--- src/rtl/sxmc_pkg.sv ---
package sxmc_pkg;

	// ------------------------------------------------------------
	// Register map
	// ------------------------------------------------------------
	localparam logic [7:0] ADR_CTRL   = 8'h00;
	localparam logic [7:0] ADR_STATUS = 8'h04;

	// Control register field positions
	localparam int BIT_SPEED    = 0;  // speed_range_select
	localparam int BIT_PRESCALE = 1;  // pll_reference_clock_prescale_select
	localparam int BIT_QBYP     = 2;  // queue_bypass_select
	localparam int BIT_WIDTH8   = 3;  // char_width_select, high = 8-bit
	localparam int BIT_CODEC_N  = 4;  // codec_bypass_select, low = bypass
	localparam int CTRL_W       = 5;

	// 8-bit width with the codec in use after reset
	localparam logic [4:0] CTRL_RESET = 5'h18;

	// Status register field positions
	localparam int ST_MULT_LSB  = 0;   // 8 bits
	localparam int ST_DIV_LSB   = 8;   // 2 bits
	localparam int ST_TXCNT_LSB = 10;  // 2 bits
	localparam int ST_RXCNT_LSB = 12;  // 2 bits
	localparam int ST_FULL      = 14;
	localparam int ST_REFPH     = 15;

	// ------------------------------------------------------------
	// Character path
	// ------------------------------------------------------------
	localparam int CHAR_W       = 12;
	localparam logic [7:0] CODED_W8  = 8'h0a;  // internal char bits, 8-bit mode
	localparam logic [7:0] CODED_W10 = 8'h0c;  // internal char bits, 10-bit mode
	localparam logic [1:0] BUF_DEPTH = 2'h2;

	// Bus slave states, one-hot
	typedef enum logic [1:0] {
		BUS_IDLE = 2'b01,
		BUS_ACK  = 2'b10
	} sxmc_bus_type;

	// Buffer entry: character type on top, character below
	typedef logic [CHAR_W:0] sxmc_entry_type;

	typedef struct packed {
		sxmc_bus_type          bus;
		logic [CTRL_W-1:0]     ctrl;
		logic [31:0]           dat;
		logic                  ref_phase;
		logic                  full_tgl;
		sxmc_entry_type [1:0]  tx_mem;
		logic                  tx_wr;
		logic                  tx_rd;
		logic [1:0]            tx_cnt;
		sxmc_entry_type [1:0]  rx_mem;
		logic                  rx_wr;
		logic                  rx_rd;
		logic [1:0]            rx_cnt;
	} sxmc_state_type;

endpackage

--- src/rtl/sxmc_core.sv ---
`timescale 1ns/1ps

// Behaviour
// - Speed select picks upper or lower serial range
// - Speed, prescale, width set synthesizer ratios
// - Prescale low passes reference clock straight through
// - Prescale high halves reference before multiplier
// - Bypass, prescale, low speed: full flag toggles
// - Queue bypass is only passed out and enables toggling; both buffers stay in the path
// - 8-bit coded: capture data byte or command nibble
// - 8-bit coded: receive on data byte or nibble
// - 8-bit raw: ten-bit characters to receive outputs
// - 10-bit coded: capture ten data or two command
// - 10-bit coded: receive on ten data or two
// - 10-bit raw: twelve bits across data and command
// - Codec bypass low skips encode and decode
module sxmc_core
	import sxmc_pkg::*;
(
	input  wire logic                clk,
	input  wire logic                sys_rst,
	// Wishbone slave
	input  wire logic                wb_cyc_i,
	input  wire logic                wb_stb_i,
	input  wire logic                wb_we_i,
	input  wire logic [7:0]          wb_adr_i,
	input  wire logic [3:0]          wb_sel_i,
	input  wire logic [31:0]         wb_dat_i,
	output logic      [31:0]         wb_dat_o,
	output logic                     wb_ack_o,
	// Host transmit side
	input  wire logic [9:0]          tx_parallel_bus,
	input  wire logic [3:0]          tx_command_bus,
	input  wire logic                tx_char_type_select,
	input  wire logic                tx_valid,
	output logic                     tx_ready,
	output logic                     tx_queue_full_flag,
	// Host receive side
	output logic      [9:0]          rx_parallel_bus,
	output logic      [3:0]          rx_command_bus,
	output logic                     rx_char_type_flag,
	output logic                     rx_valid,
	input  wire logic                rx_ready,
	// Toward the encoder and serializer
	output logic      [CHAR_W-1:0]   enc_char,
	output logic                     enc_type,
	output logic                     enc_valid,
	input  wire logic                enc_ready,
	// From the decoder and deserializer
	input  wire logic [CHAR_W-1:0]   dec_char,
	input  wire logic                dec_type,
	input  wire logic                dec_valid,
	output logic                     dec_ready,
	// Static mode toward the serial side
	output logic                     upper_range,
	output logic      [7:0]          synth_multiplier,
	output logic      [1:0]          synth_divider,
	output logic                     pll_ref_enable,
	output logic                     queue_bypass,
	output logic                     char_width_8,
	output logic                     codec_bypass
);

	// ------------------------------------------------------------
	// State
	// ------------------------------------------------------------
	sxmc_state_type st;
	sxmc_state_type next_st;

	logic           speed_sel;
	logic           prescale_sel;
	logic           qbyp_sel;
	logic           width8_sel;
	logic           codec_on;
	logic           toggle_mode;
	logic           bus_req;
	logic           hit_ctrl;
	logic           hit_status;
	logic           tx_take;
	logic           enc_take;
	logic           dec_take;
	logic           rx_take;
	sxmc_entry_type tx_word;
	sxmc_entry_type rx_head;
	logic [31:0]    status_word;

	// ------------------------------------------------------------
	// Mode decode
	// ------------------------------------------------------------
	// Static selects straight from the control register
	assign speed_sel    = st.ctrl[BIT_SPEED];
	assign prescale_sel = st.ctrl[BIT_PRESCALE];
	assign qbyp_sel     = st.ctrl[BIT_QBYP];
	assign width8_sel   = st.ctrl[BIT_WIDTH8];
	assign codec_on     = st.ctrl[BIT_CODEC_N];  // Low means bypass

	// Range and synthesizer ratios; the mode is not resynchronised,
	// so software must reset after a change
	assign upper_range  = speed_sel;
	// Multiplier is the bits of one internal character,
	// doubled in the upper range
	always_comb
	begin
		unique case ({speed_sel, width8_sel})
			2'b01: synth_multiplier = CODED_W8;                   // Lower range
			2'b00: synth_multiplier = CODED_W10;                  // Lower range
			2'b11: synth_multiplier = {CODED_W8[6:0], 1'b0};      // Upper range
			2'b10: synth_multiplier = {CODED_W10[6:0], 1'b0};     // Upper range
		endcase
	end

	// Divider follows the prescaler
	always_comb
	begin
		if (prescale_sel)
			synth_divider = 2'h2;
		else
			synth_divider = 2'h1;
	end

	// Reference enable: every cycle, or every other cycle when halved;
	// an enable pulse instead of a divided clock keeps one clock domain
	always_comb
	begin
		if (prescale_sel)
			pll_ref_enable = st.ref_phase;
		else
			pll_ref_enable = 1'b1;
	end

	assign queue_bypass = qbyp_sel;
	assign char_width_8 = width8_sel;
	assign codec_bypass = ~codec_on;

	// Character-rate toggling only in this one combination
	assign toggle_mode = qbyp_sel & prescale_sel & ~speed_sel;

	// ------------------------------------------------------------
	// Transmit capture
	// ------------------------------------------------------------
	// Pack the host character by width and codec mode
	always_comb
	begin
		tx_word = '0;
		if (width8_sel && codec_on)
		begin
			tx_word[CHAR_W] = tx_char_type_select;
			if (tx_char_type_select)
				tx_word[3:0] = tx_command_bus;
			else
				tx_word[7:0] = tx_parallel_bus[7:0];
		end
		else if (width8_sel)
		begin
			tx_word[9:0] = tx_parallel_bus;  // Raw ten-bit character
		end
		else if (codec_on)
		begin
			tx_word[CHAR_W] = tx_char_type_select;
			if (tx_char_type_select)
				tx_word[1:0] = tx_command_bus[1:0];
			else
				tx_word[9:0] = tx_parallel_bus;
		end
		else
		begin
			tx_word[11:0] = {tx_command_bus[1:0], tx_parallel_bus};
		end
	end

	// In the toggling mode input is taken only in the low half
	assign tx_ready = (st.tx_cnt != BUF_DEPTH) & ~(toggle_mode & st.full_tgl);
	assign tx_take  = tx_valid & tx_ready;

	// Full flag: buffer level normally, a character-rate square wave in
	// the toggling mode so the host can pace itself without a counter
	always_comb
	begin
		if (toggle_mode)
			tx_queue_full_flag = st.full_tgl;
		else
			tx_queue_full_flag = (st.tx_cnt == BUF_DEPTH);
	end

	// Head of the transmit buffer toward the encoder
	// Character stands until the encoder takes it
	assign enc_valid = (st.tx_cnt != 2'h0);
	assign enc_char  = st.tx_mem[st.tx_rd][CHAR_W-1:0];
	assign enc_type  = st.tx_mem[st.tx_rd][CHAR_W];
	assign enc_take  = enc_valid & enc_ready;

	// ------------------------------------------------------------
	// Receive presentation
	// ------------------------------------------------------------
	assign dec_ready = (st.rx_cnt != BUF_DEPTH);
	assign dec_take  = dec_valid & dec_ready;
	assign rx_valid  = (st.rx_cnt != 2'h0);
	assign rx_take   = rx_valid & rx_ready;
	assign rx_head   = st.rx_mem[st.rx_rd];

	// Unpack by mode; lanes that the mode does not use read zero
	// Raw modes carry no type, so the flag reads zero there
	always_comb
	begin
		rx_parallel_bus   = '0;
		rx_command_bus    = '0;
		rx_char_type_flag = 1'b0;
		if (width8_sel && codec_on)
		begin
			rx_char_type_flag = rx_head[CHAR_W];
			if (rx_head[CHAR_W])
				rx_command_bus = rx_head[3:0];
			else
				rx_parallel_bus[7:0] = rx_head[7:0];
		end
		else if (width8_sel)
		begin
			rx_parallel_bus = rx_head[9:0];
		end
		else if (codec_on)
		begin
			rx_char_type_flag = rx_head[CHAR_W];
			if (rx_head[CHAR_W])
				rx_command_bus[1:0] = rx_head[1:0];
			else
				rx_parallel_bus = rx_head[9:0];
		end
		else
		begin
			rx_parallel_bus     = rx_head[9:0];
			rx_command_bus[1:0] = rx_head[11:10];
		end
	end

	// ------------------------------------------------------------
	// Bus slave
	// ------------------------------------------------------------
	assign bus_req  = wb_cyc_i & wb_stb_i;
	assign wb_ack_o = (st.bus == BUS_ACK);
	assign wb_dat_o = st.dat;

	// Address decode; other offsets read zero and ignore writes
	assign hit_ctrl   = (wb_adr_i == ADR_CTRL);
	assign hit_status = (wb_adr_i == ADR_STATUS);

	// Live view of the block for software
	always_comb
	begin
		status_word = '0;
		status_word[ST_MULT_LSB +: 8]  = synth_multiplier;
		status_word[ST_DIV_LSB +: 2]   = synth_divider;
		status_word[ST_TXCNT_LSB +: 2] = st.tx_cnt;
		status_word[ST_RXCNT_LSB +: 2] = st.rx_cnt;
		status_word[ST_FULL]           = tx_queue_full_flag;
		status_word[ST_REFPH]          = st.ref_phase;
	end

	// ------------------------------------------------------------
	// Next state
	// ------------------------------------------------------------
	always_comb
	begin
		next_st = st;

		// Divider phase runs free; only its use is gated by the prescaler
		next_st.ref_phase = ~st.ref_phase;

		// Character-rate flag starts low, so the first cycle of the
		// toggling mode accepts input
		if (toggle_mode)
			next_st.full_tgl = ~st.full_tgl;
		else
			next_st.full_tgl = 1'b0;

		// One request answered one cycle later, dropped the next
		unique case (st.bus)
			BUS_IDLE:
			begin
				next_st.dat = '0;
				if (bus_req)
				begin
					next_st.bus = BUS_ACK;
					if (!wb_we_i && hit_ctrl)
						next_st.dat[CTRL_W-1:0] = st.ctrl;
					else if (!wb_we_i && hit_status)
						next_st.dat = status_word;
					// Write lands in the edge that shows ack; only byte lane 0
					// holds control bits, so other lanes alone change nothing
					if (wb_we_i && wb_sel_i[0] && hit_ctrl)
						next_st.ctrl = wb_dat_i[CTRL_W-1:0];
				end
			end
			BUS_ACK:
			begin
				// Read data stands with ack only
				next_st.bus = BUS_IDLE;
				next_st.dat = '0;
			end
		endcase

		// Transmit buffer: write and read may share a cycle
		// and then the count holds; a full buffer refuses input even in a cycle it is read
		if (tx_take)
		begin
			next_st.tx_mem[st.tx_wr] = tx_word;
			next_st.tx_wr = ~st.tx_wr;
		end
		if (enc_take)
			next_st.tx_rd = ~st.tx_rd;
		next_st.tx_cnt = st.tx_cnt + {1'b0, tx_take} - {1'b0, enc_take};

		// Receive buffer; a stall by the host loses no character
		if (dec_take)
		begin
			next_st.rx_mem[st.rx_wr] = {dec_type, dec_char};
			next_st.rx_wr = ~st.rx_wr;
		end
		if (rx_take)
			next_st.rx_rd = ~st.rx_rd;
		next_st.rx_cnt = st.rx_cnt + {1'b0, dec_take} - {1'b0, rx_take};
	end

	// ------------------------------------------------------------
	// Registers
	// ------------------------------------------------------------
	// Reset clears all but the bus state and the mode, which loads CTRL_RESET; one clock of reset is enough
	always_ff @(posedge clk)
	begin
		if (sys_rst)
		begin
			// Empty buffers, idle bus, flag and phase low
			st           <= '0;
			st.bus       <= BUS_IDLE;
			// Mode returns to its default, so a host that changed it
			// must write it again after reset
			st.ctrl      <= CTRL_RESET;
		end
		else
		begin
			st <= next_st;
		end
	end

endmodule

--- config.mk ---
export PLATFORM = sky130hd
export DESIGN_NAME = sxmc_core
export DESIGN_NICKNAME = d
export VERILOG_FILES = /design/src/rtl/sxmc_pkg.sv /design/src/rtl/sxmc_core.sv
export SDC_FILE = /design/constraint.sdc
export NUM_CORES = 1
export LEC_CHECK = 0
export BUFFER_PORTS_ARGS = -buffer_cell sky130_fd_sc_hd__buf_4
export CORE_ASPECT_RATIO = 2
export CORE_MARGIN = 3
export CORE_UTILIZATION = 43
export DETAILED_ROUTE_END_ITERATION = 10
export PLACE_DENSITY_LB_ADDON = 0.08
export SLEW_MARGIN = 20
export SYNTH_ARGS = -nofsm -noshare
export SYNTH_HDL_FRONTEND = slang
export SYNTH_SLANG_ARGS = --single-unit
--- constraint.sdc ---
create_clock -name clk -period 1.6 [get_ports clk]
set_clock_uncertainty 0.1 [all_clocks]
set_input_delay 0.08 -clock clk [delete_from_list [all_inputs] [get_ports clk]]
set_output_delay 0.08 -clock clk [all_outputs]
set_load 0.005 [all_outputs]
* Yosys cells after proc, flatten, opt, wreduce, memory -nomap -nowiden
Cells that the tools add are included.
Word-level totals: register bits after elaboration 101, bits of input ports 81, word-level logic and storage cells 116
Cells by class: add/sub/neg operators 4, magnitude comparators 6, eq/ne operators 10, multiplexer cells 48, bitwise logic cells 19, reduce and logical (&&, ||, !) cells 14
Operators with widths (number):
- 13-bit 2-to-1 mux | 6
- 32-bit one-hot mux with 2 select lines | 1
- 26-bit bitwise mux | 2
- 10-bit 2-to-1 mux | 5
- 39-bit 2-to-1 mux | 1
- 8-bit 2-to-1 mux | 4
- 8-bit one-hot mux with 4 select lines | 1
- 27-bit 2-to-1 mux | 1
- 13-bit demux with 1-bit select | 2
- 2-bit 2-to-1 mux | 9
- 16-bit 2-to-1 mux | 1
- 4-bit 2-to-1 mux | 4
- 5-bit 2-to-1 mux | 2
- 1-bit inverter | 10
- 1-bit bitwise AND | 9
- 2-bit == test, second input constant | 4
- 8-bit by 3-bit == test with 1-bit output, second input constant | 1
- 8-bit zero test | 1
- 1-bit by 2-bit less-than comparator with 1-bit output, second input constant | 4
- 1-bit logical AND | 7
- 1-bit 2-to-1 mux | 7
- 2-bit != test, second input constant | 3
- 2-bit by 1-bit adder with 2-bit output | 2
- 2-bit by 1-bit == test with 1-bit output, second input constant | 2
- other kinds (9) | 12

* Logic depth before layout (Yosys ltp)
Gate-level depths: netlist (run 1).
word-level depth 8, mapped depth 7, gate-level depth less buffers 7

* Worst setup path after synthesis (run 1)
No wires, ideal clock.
kind register to register, start register st[31] (netlist bit), end register st[30] (netlist bit), library setup time 0.129 ns, arrival time 1.468 ns, path slack -0.097 ns, cell stages (with the launch flop) 7, period minus slack after synthesis 1.697 ns, cell sequence dfxtp_1 or2_2 and2_1 ha_1 inv_1 ha_1 nor2b_1
RTL lines:
- start, declared | line sxmc_core.sv:67 | sxmc_state_type st;
- start signal, assigned | line sxmc_core.sv:340 | st <= next_st;

* Final worst setup path (run 1)
start register st, in the netlist upper_range, end register st[43] (netlist bit)
Between the ends: longest elaborated chain between the ends 6
RTL lines:
- 1-bit inverter | line sxmc_core.sv:136 | assign toggle_mode = qbyp_sel & prescale_sel & ~speed_sel;
- 1-bit bitwise AND | line sxmc_core.sv:136
- 1-bit bitwise AND | line sxmc_core.sv:172 | assign tx_ready = (st.tx_cnt != BUF_DEPTH) & ~(toggle_mode & st.full_tgl);
- 1-bit inverter | line sxmc_core.sv:172
- 1-bit bitwise AND | line sxmc_core.sv:172
- 1-bit bitwise AND | line sxmc_core.sv:173 | assign tx_take = tx_valid & tx_ready;
No other way between the ends. A chain may end at the register's enable or synchronous reset.

==> results of run 1 <==
path summary, 6_finish.rpt:
path | startpoint | cells after the start | to | slack [ns]
worst max-delay path | upper_range | 6 | st[43] | -0.03
worst min-delay path | dec_valid | 4 | st[3] | -0.006
worst max register to register | upper_range | 6 | st[43] | -0.03
worst min register to register | st[60] | 1 | st[60] | 0.31
kinds of logic (layout without fill, tap and decap cells):
group,Yosys count,in the layout
adder cells (fa/ha/maj),8,8
buffers and inverters,69,210
flip-flops,82,82
multiplexers,31,31
XOR/XNOR,6,6
other,1,23
AND/OR/NAND/NOR,189,189
AO/OA/AOI/OAI,67,67
cell usage in the layout (no fill, tap or decap), types with 4 or more instances in the layout:
cell	count
nor2_1	30
ha_1	4
buf_6	7
clkbuf_16	10
nand3_1	16
nand2b_1	6
dfxtp_1	72
nor3_1	4
nand2_1	81
dfxtp_2	6
a21oi_1	46
conb_1	23
inv_1	6
dlygate4sd3_1	32
a211oi_1	8
mux2_2	13
nor2_2	6
and2_1	8
dfxtp_4	4
nand3b_1	8
buf_4	140
a21oi_2	4
buf_12	6
mux2i_1	14
power by group:
part	leakage (nW)	internal (mW)	switching, mW
clock network	0.142	1.22	0.845
registers	0.672	2.25	0.128
logic	1.66	1.29	0.968
repair_timing:
item                                    CTS  global route
setup buffers                             3             9
endpoints found under the setup margin   31            46
pin swaps                                 5            26
gates cloned                              1             0
hold endpoints to repair                 62             0
hold buffers                             32             0
resized for setup                        19            51
through the flow:
stage	hold slack, ns	instances	setup TNS [ns]	utilization	worst slack (ns)
4_1_cts	0.0207	708	-0.528	0.641	-0.0669
6_report	-0.00633	716	-0.0776	0.674	-0.0313
5_1_grt	0.00413	716	-1.19	0.674	-0.0908
3_5_place_dp	0.232	656	-0.773	0.556	-0.0615
3_3_place_gp	0.221	656	-0.119	0.556	-0.0114
2_1_floorplan	0.116	475	-0.131	-	-0.0252
layout make-up:
type | count | area [µm²]
fill | 759 | 2820
multi-input combinational | 324 | 2110
sequential | 82 | 1660
timing repair buffer | 186 | 1600
clock buffer | 9 | 225
tap | 100 | 125
clock inverter | 7 | 76.3
inverter | 8 | 30.0
layer usage:
layer  track usage  vias up  share of wire
li1              -     1783              -
met1         0.198     1655           0.37
met2         0.376       95           0.58
met3        0.0246        6          0.047
met4        0.0856        0         0.0097
met5             0        -              0
state kept, by name, summed over array words and instances (netlist names):
name	flops
queue_bypass	1
st	64
prescale_sel	1
char_width_8	1
wb_dat_o	13
upper_range	1
codec_on	1
critical path, cell delays in order (launching register included):
cell	delay (ns)
dfxtp_4	0.34
and4b_2	0.27
nor4b_4	0.32
buf_4	0.17
clkbuf_16	0.16
nand3_2	0.07
a21oi_2	0.14
==> summary.txt, run 1 <==
Routing
  – Final ANT Viol Nets: 0
  – Final wirelength: 10.1 mm
  – Routed len/inst: 14.2 µm
  – Iter 0 DRT Violations: 126
  – First-pass iteration count of the detailed router: 4
  – Vias per cell: 4.94
  – DRC errors left: 0
  – DR vias: 3539

Synthesis
  – Synth cell count leaders: dfxtp_1, nand2_1, a21oi_1, nor2_1, buf_4
  – Largest family of logic cells by synthesized area: simple AND/OR/NAND/NOR gates
  – Syn Area/Cell: 8.44 µm²
  – Synth Area in Adders: 0.0262
  – Post-synth ARST share: 0
  – Top cells by area, synth: dfxtp_1, nand2_1, buf_4
  – Top cell type's share of synthesized area: 0.429
  – #FFs+latches synth: 82
  – Synthesis warning total: 0
  – Sequential element share of the synthesized area: 0.429
  – Simple-gate share of the synthesized area: 0.240
  – Synth Cell Area: 3820 µm²
  – Post-synth EDFFs: 0
  – Cell variety after synth: 35
  – Post-Syn Instances: 453
  – XOR/XNOR Fraction of Synth Area: 0.0137
  – Area fraction in compound gates after synthesis: 0.0969
  – Area leader, netlist: dfxtp_1
  – Prevailing post-synth register cell: dfxtp_1
  – Post-synthesis mux area share: 0.0854

Floorplan
  – IO Count: 162
  – Die Ht: 139 µm
  – Core box area: 8650 µm²
  – Die area: 10100 µm²
  – Initial Utilization: 0.442
  – Die X: 72.7 µm
  – # rows: 48

GRT
  – Largest net degree at the start of global routing: 30
  – Number of global-route vias before repair: 3394
  – Initial antenna violation count: 0
  – First-pass GRT wire length: 15.6 mm
  – Total Routing Usage GR: 0.195
  – Total grt overflow: 0

STA
  – Worst setup margin: -0.0313 ns
  – Post-route minimum period: 1.63 ns
  – Final period util: 1.02
  – Max Fclk: 613 MHz
  – Final Max Slew Viols: 0
  – Hold Violations, Final: 1
  – Unrepaired setup endpoints after global routing: true
  – Min Hold Slack: -0.00633 ns
  – Setup-failing EPs final: 5

Pwr
  – Pwr Density: 1150 nW/µm²
  – Pwr Total: 6.70 mW
  – Leakage power: 2.48 nW
  – Max rail drop VDD: 0.720 mV

Clock tree
  – CTS H-tree lvls: 3
  – Root Buffer: clkbuf_16
  – Longest Clk Path Bufs: 2
  – CTS buffer count: 9
  – Clock Latency Late Sink: 0.33 ns
  – CTS tree: built
  – Clk pin slew, worst setup/hold paths: 0.06 ns
  – Clock sinks: 82

Setup path
  – Startpoint types: register
  – Max Fanout on Critical Path: 8
  – Critical Path RT: 1.77 ns
  – Crit. End Element: register
  – CP Data Arrival Time: 1.80 ns
  – Crit Path Category: register to register

Place
  – Detailed placement HPWL: 7.00 mm
  – Post-DP Area: 4810 µm²
  – Final GP Congestion: 0.774
  – Number of I/O port buffers: 108

Cells and area
  – Area grow syn2layout: 52.5%
  – Finished Cell Area: 5830 µm²
  – N_diodes: 0
  – Fin nets: 700
  – Layout cell share with drive strength beyond 1: 0.394

Hold path
  – Hold Crit Class: input port to register

Run status
  – Run status: finished, violations left
  – Failing checks: negative hold slack, negative setup slack

Run
  – Max cap viols: 0
Power figures use the tool's default switching activity.
==> run 2, diff against run 1 <==
--- a/config.mk
+++ b/config.mk
@@ -8,8 +8,9 @@
 export BUFFER_PORTS_ARGS = -buffer_cell sky130_fd_sc_hd__buf_4
 export CORE_ASPECT_RATIO = 2
 export CORE_MARGIN = 3
-export CORE_UTILIZATION = 43
+export CORE_UTILIZATION = 30
 export DETAILED_ROUTE_END_ITERATION = 10
+export HOLD_SLACK_MARGIN = 0.03
 export PLACE_DENSITY_LB_ADDON = 0.08
 export SLEW_MARGIN = 20
 export SYNTH_ARGS = -nofsm -noshare
==> summary.txt, run 2 (synthesis results as in run 1) <==
Setup path
  – CP Data Arrival Time: 1.47 ns
  – CP bufs+invs: 2
  – Worst path max stage delay: 0.35 ns
  – Critical Path RT: 1.42 ns
  – Crit. End Element: output pin
  – Max Fanout on Critical Path: 13
  – Top delay family on crit path: flip-flops
  – CP Cell Sequence: mux2i_1 > nor2_1 > buf_6 > a211oi_2 > buf_4
  – Startpoint types: register
  – CP max-delay cell: dfxtp_2
  – Crit Path Category: register to output pin

Pwr
  – Pwr Density: 1200 nW/µm²
  – Pwr Total: 6.99 mW
  – Max rail drop VDD: 0.765 mV
  – Leakage power: 2.47 nW

Place
  – Post-DP Area: 4850 µm²
  – Number of I/O port buffers: 108
  – Final GP Congestion: 0.727
  – DP Worst Slack: -0.0803 ns
  – Detailed placement HPWL: 7.58 mm

Routing
  – Routed len/inst: 14.6 µm
  – Final ANT Viol Nets: 0
  – Vias per cell: 4.65
  – Final wirelength: 11.0 mm
  – Iter 0 DRT Violations: 140
  – DRC errors left: 0
  – DR vias: 3514
  – First-pass iteration count of the detailed router: 5

Hold path
  – Hold Crit Class: input port to register

Clock tree
  – CTS tree: built
  – CTS H-tree lvls: 3
  – Clock sinks: 82
  – Longest Clk Path Bufs: 2
  – Clk pin slew, worst setup/hold paths: 0.06 ns
  – CTS buffer count: 9
  – Root Buffer: clkbuf_16
  – Clock Latency Late Sink: 0.33 ns

Floorplan
  – IO Count: 162
  – Die Ht: 166 µm
  – # rows: 57
  – Die X: 85.8 µm
  – Die area: 14200 µm²
  – Core box area: 12300 µm²
  – Initial Utilization: 0.310

STA
  – Unrepaired setup endpoints after global routing: true
  – Hold Violations, Final: 0
  – Post-route minimum period: 1.65 ns
  – Max Fclk: 607 MHz
  – Setup-failing EPs final: 3
  – Setup TNS: -0.125 ns
  – Slew headroom: 0.665
  – Worst setup margin: -0.0484 ns
  – Slew @ Worst Pin: 0.497 ns
  – Final Max Slew Viols: 0
  – Final period util: 1.03

Cells and area
  – Final core occ: 0.472
  – N_diodes: 0
  – Largest register FFs: 64
  – Commonest non-fill, non-tap cell in the layout: buf_4
  – Most frequent cells in the layout: buf_4, nand2_1, dfxtp_1, a21oi_1, nor2_1
  – Fin nets: 693
  – Most flops, register: st
  – Layout cell share with drive strength beyond 1: 0.371
  – Finished Cell Area: 5820 µm²
  – Area grow syn2layout: 52.4%

Run
  – Max cap viols: 0

GRT
  – Largest net degree at the start of global routing: 75
  – Initial antenna violation count: 0
  – First-pass GRT wire length: 17.4 mm
  – Total grt overflow: 0
  – Number of global-route vias before repair: 3444
  – Total Routing Usage GR: 0.155

Run status
  – Failing checks: negative setup slack
  – Run status: finished, violations left
run 2: area by class of cell:
| class | count | area, µm² |
|---|---|---|
| tap | 147 | 184 |
| inverter | 8 | 30.0 |
| sequential | 82 | 1660 |
| multi-input combinational | 324 | 2050 |
| clock inverter | 4 | 98.8 |
| clock buffer | 12 | 246 |
| fill | 1232 | 6510 |
| timing repair buffer | 179 | 1560 |
run 2: power breakdown:
part,internal [mW],total (mW),switching (mW)
Sequential,2.24,2.37,0.125
Combinational,1.28,2.24,0.958
Clock,1.57,2.38,0.810
run 2: final timing paths:
path                 startpoint            endpoint  slack (ns)  cells past startpoint
max                       st[2]  rx_parallel_bus[8]       -0.05                      5
min          tx_parallel_bus[2]              st[36]        0.05                      3
max reg2reg              st[30]              st[30]        0.01                      6
min reg2reg              st[61]              st[61]        0.31                      1
run 2: stage by stage:
step           instances  hold slack (ns)
2_1_floorplan        475            0.116
3_3_place_gp         699            0.231
3_5_place_dp         699            0.233
4_1_cts              750           0.0443
5_1_grt              756           0.0687
6_report             756           0.0502
run 2: repair_timing:
action	CTS	global route
cloned	0	2
pin swaps	6	10
hold buffers	31	0
endpoints found under the hold margin	57	0
setup buffers	4	5
resized for setup	23	25
setup endpoints to repair	15	37
run 2: tightest hold or removal path: stages:
cell and delay, ns:
buf_4 0.08, a21oi_1 0.08, a211oi_2 0.20
run 2: routing by layer:
layer,wire [µm],track usage,up-vias
met4,189,0.0551,0
met3,458,0.0273,12
met1,4100,0.170,1651
met5,0,0,-
met2,6270,0.289,91
li1,-,-,1760
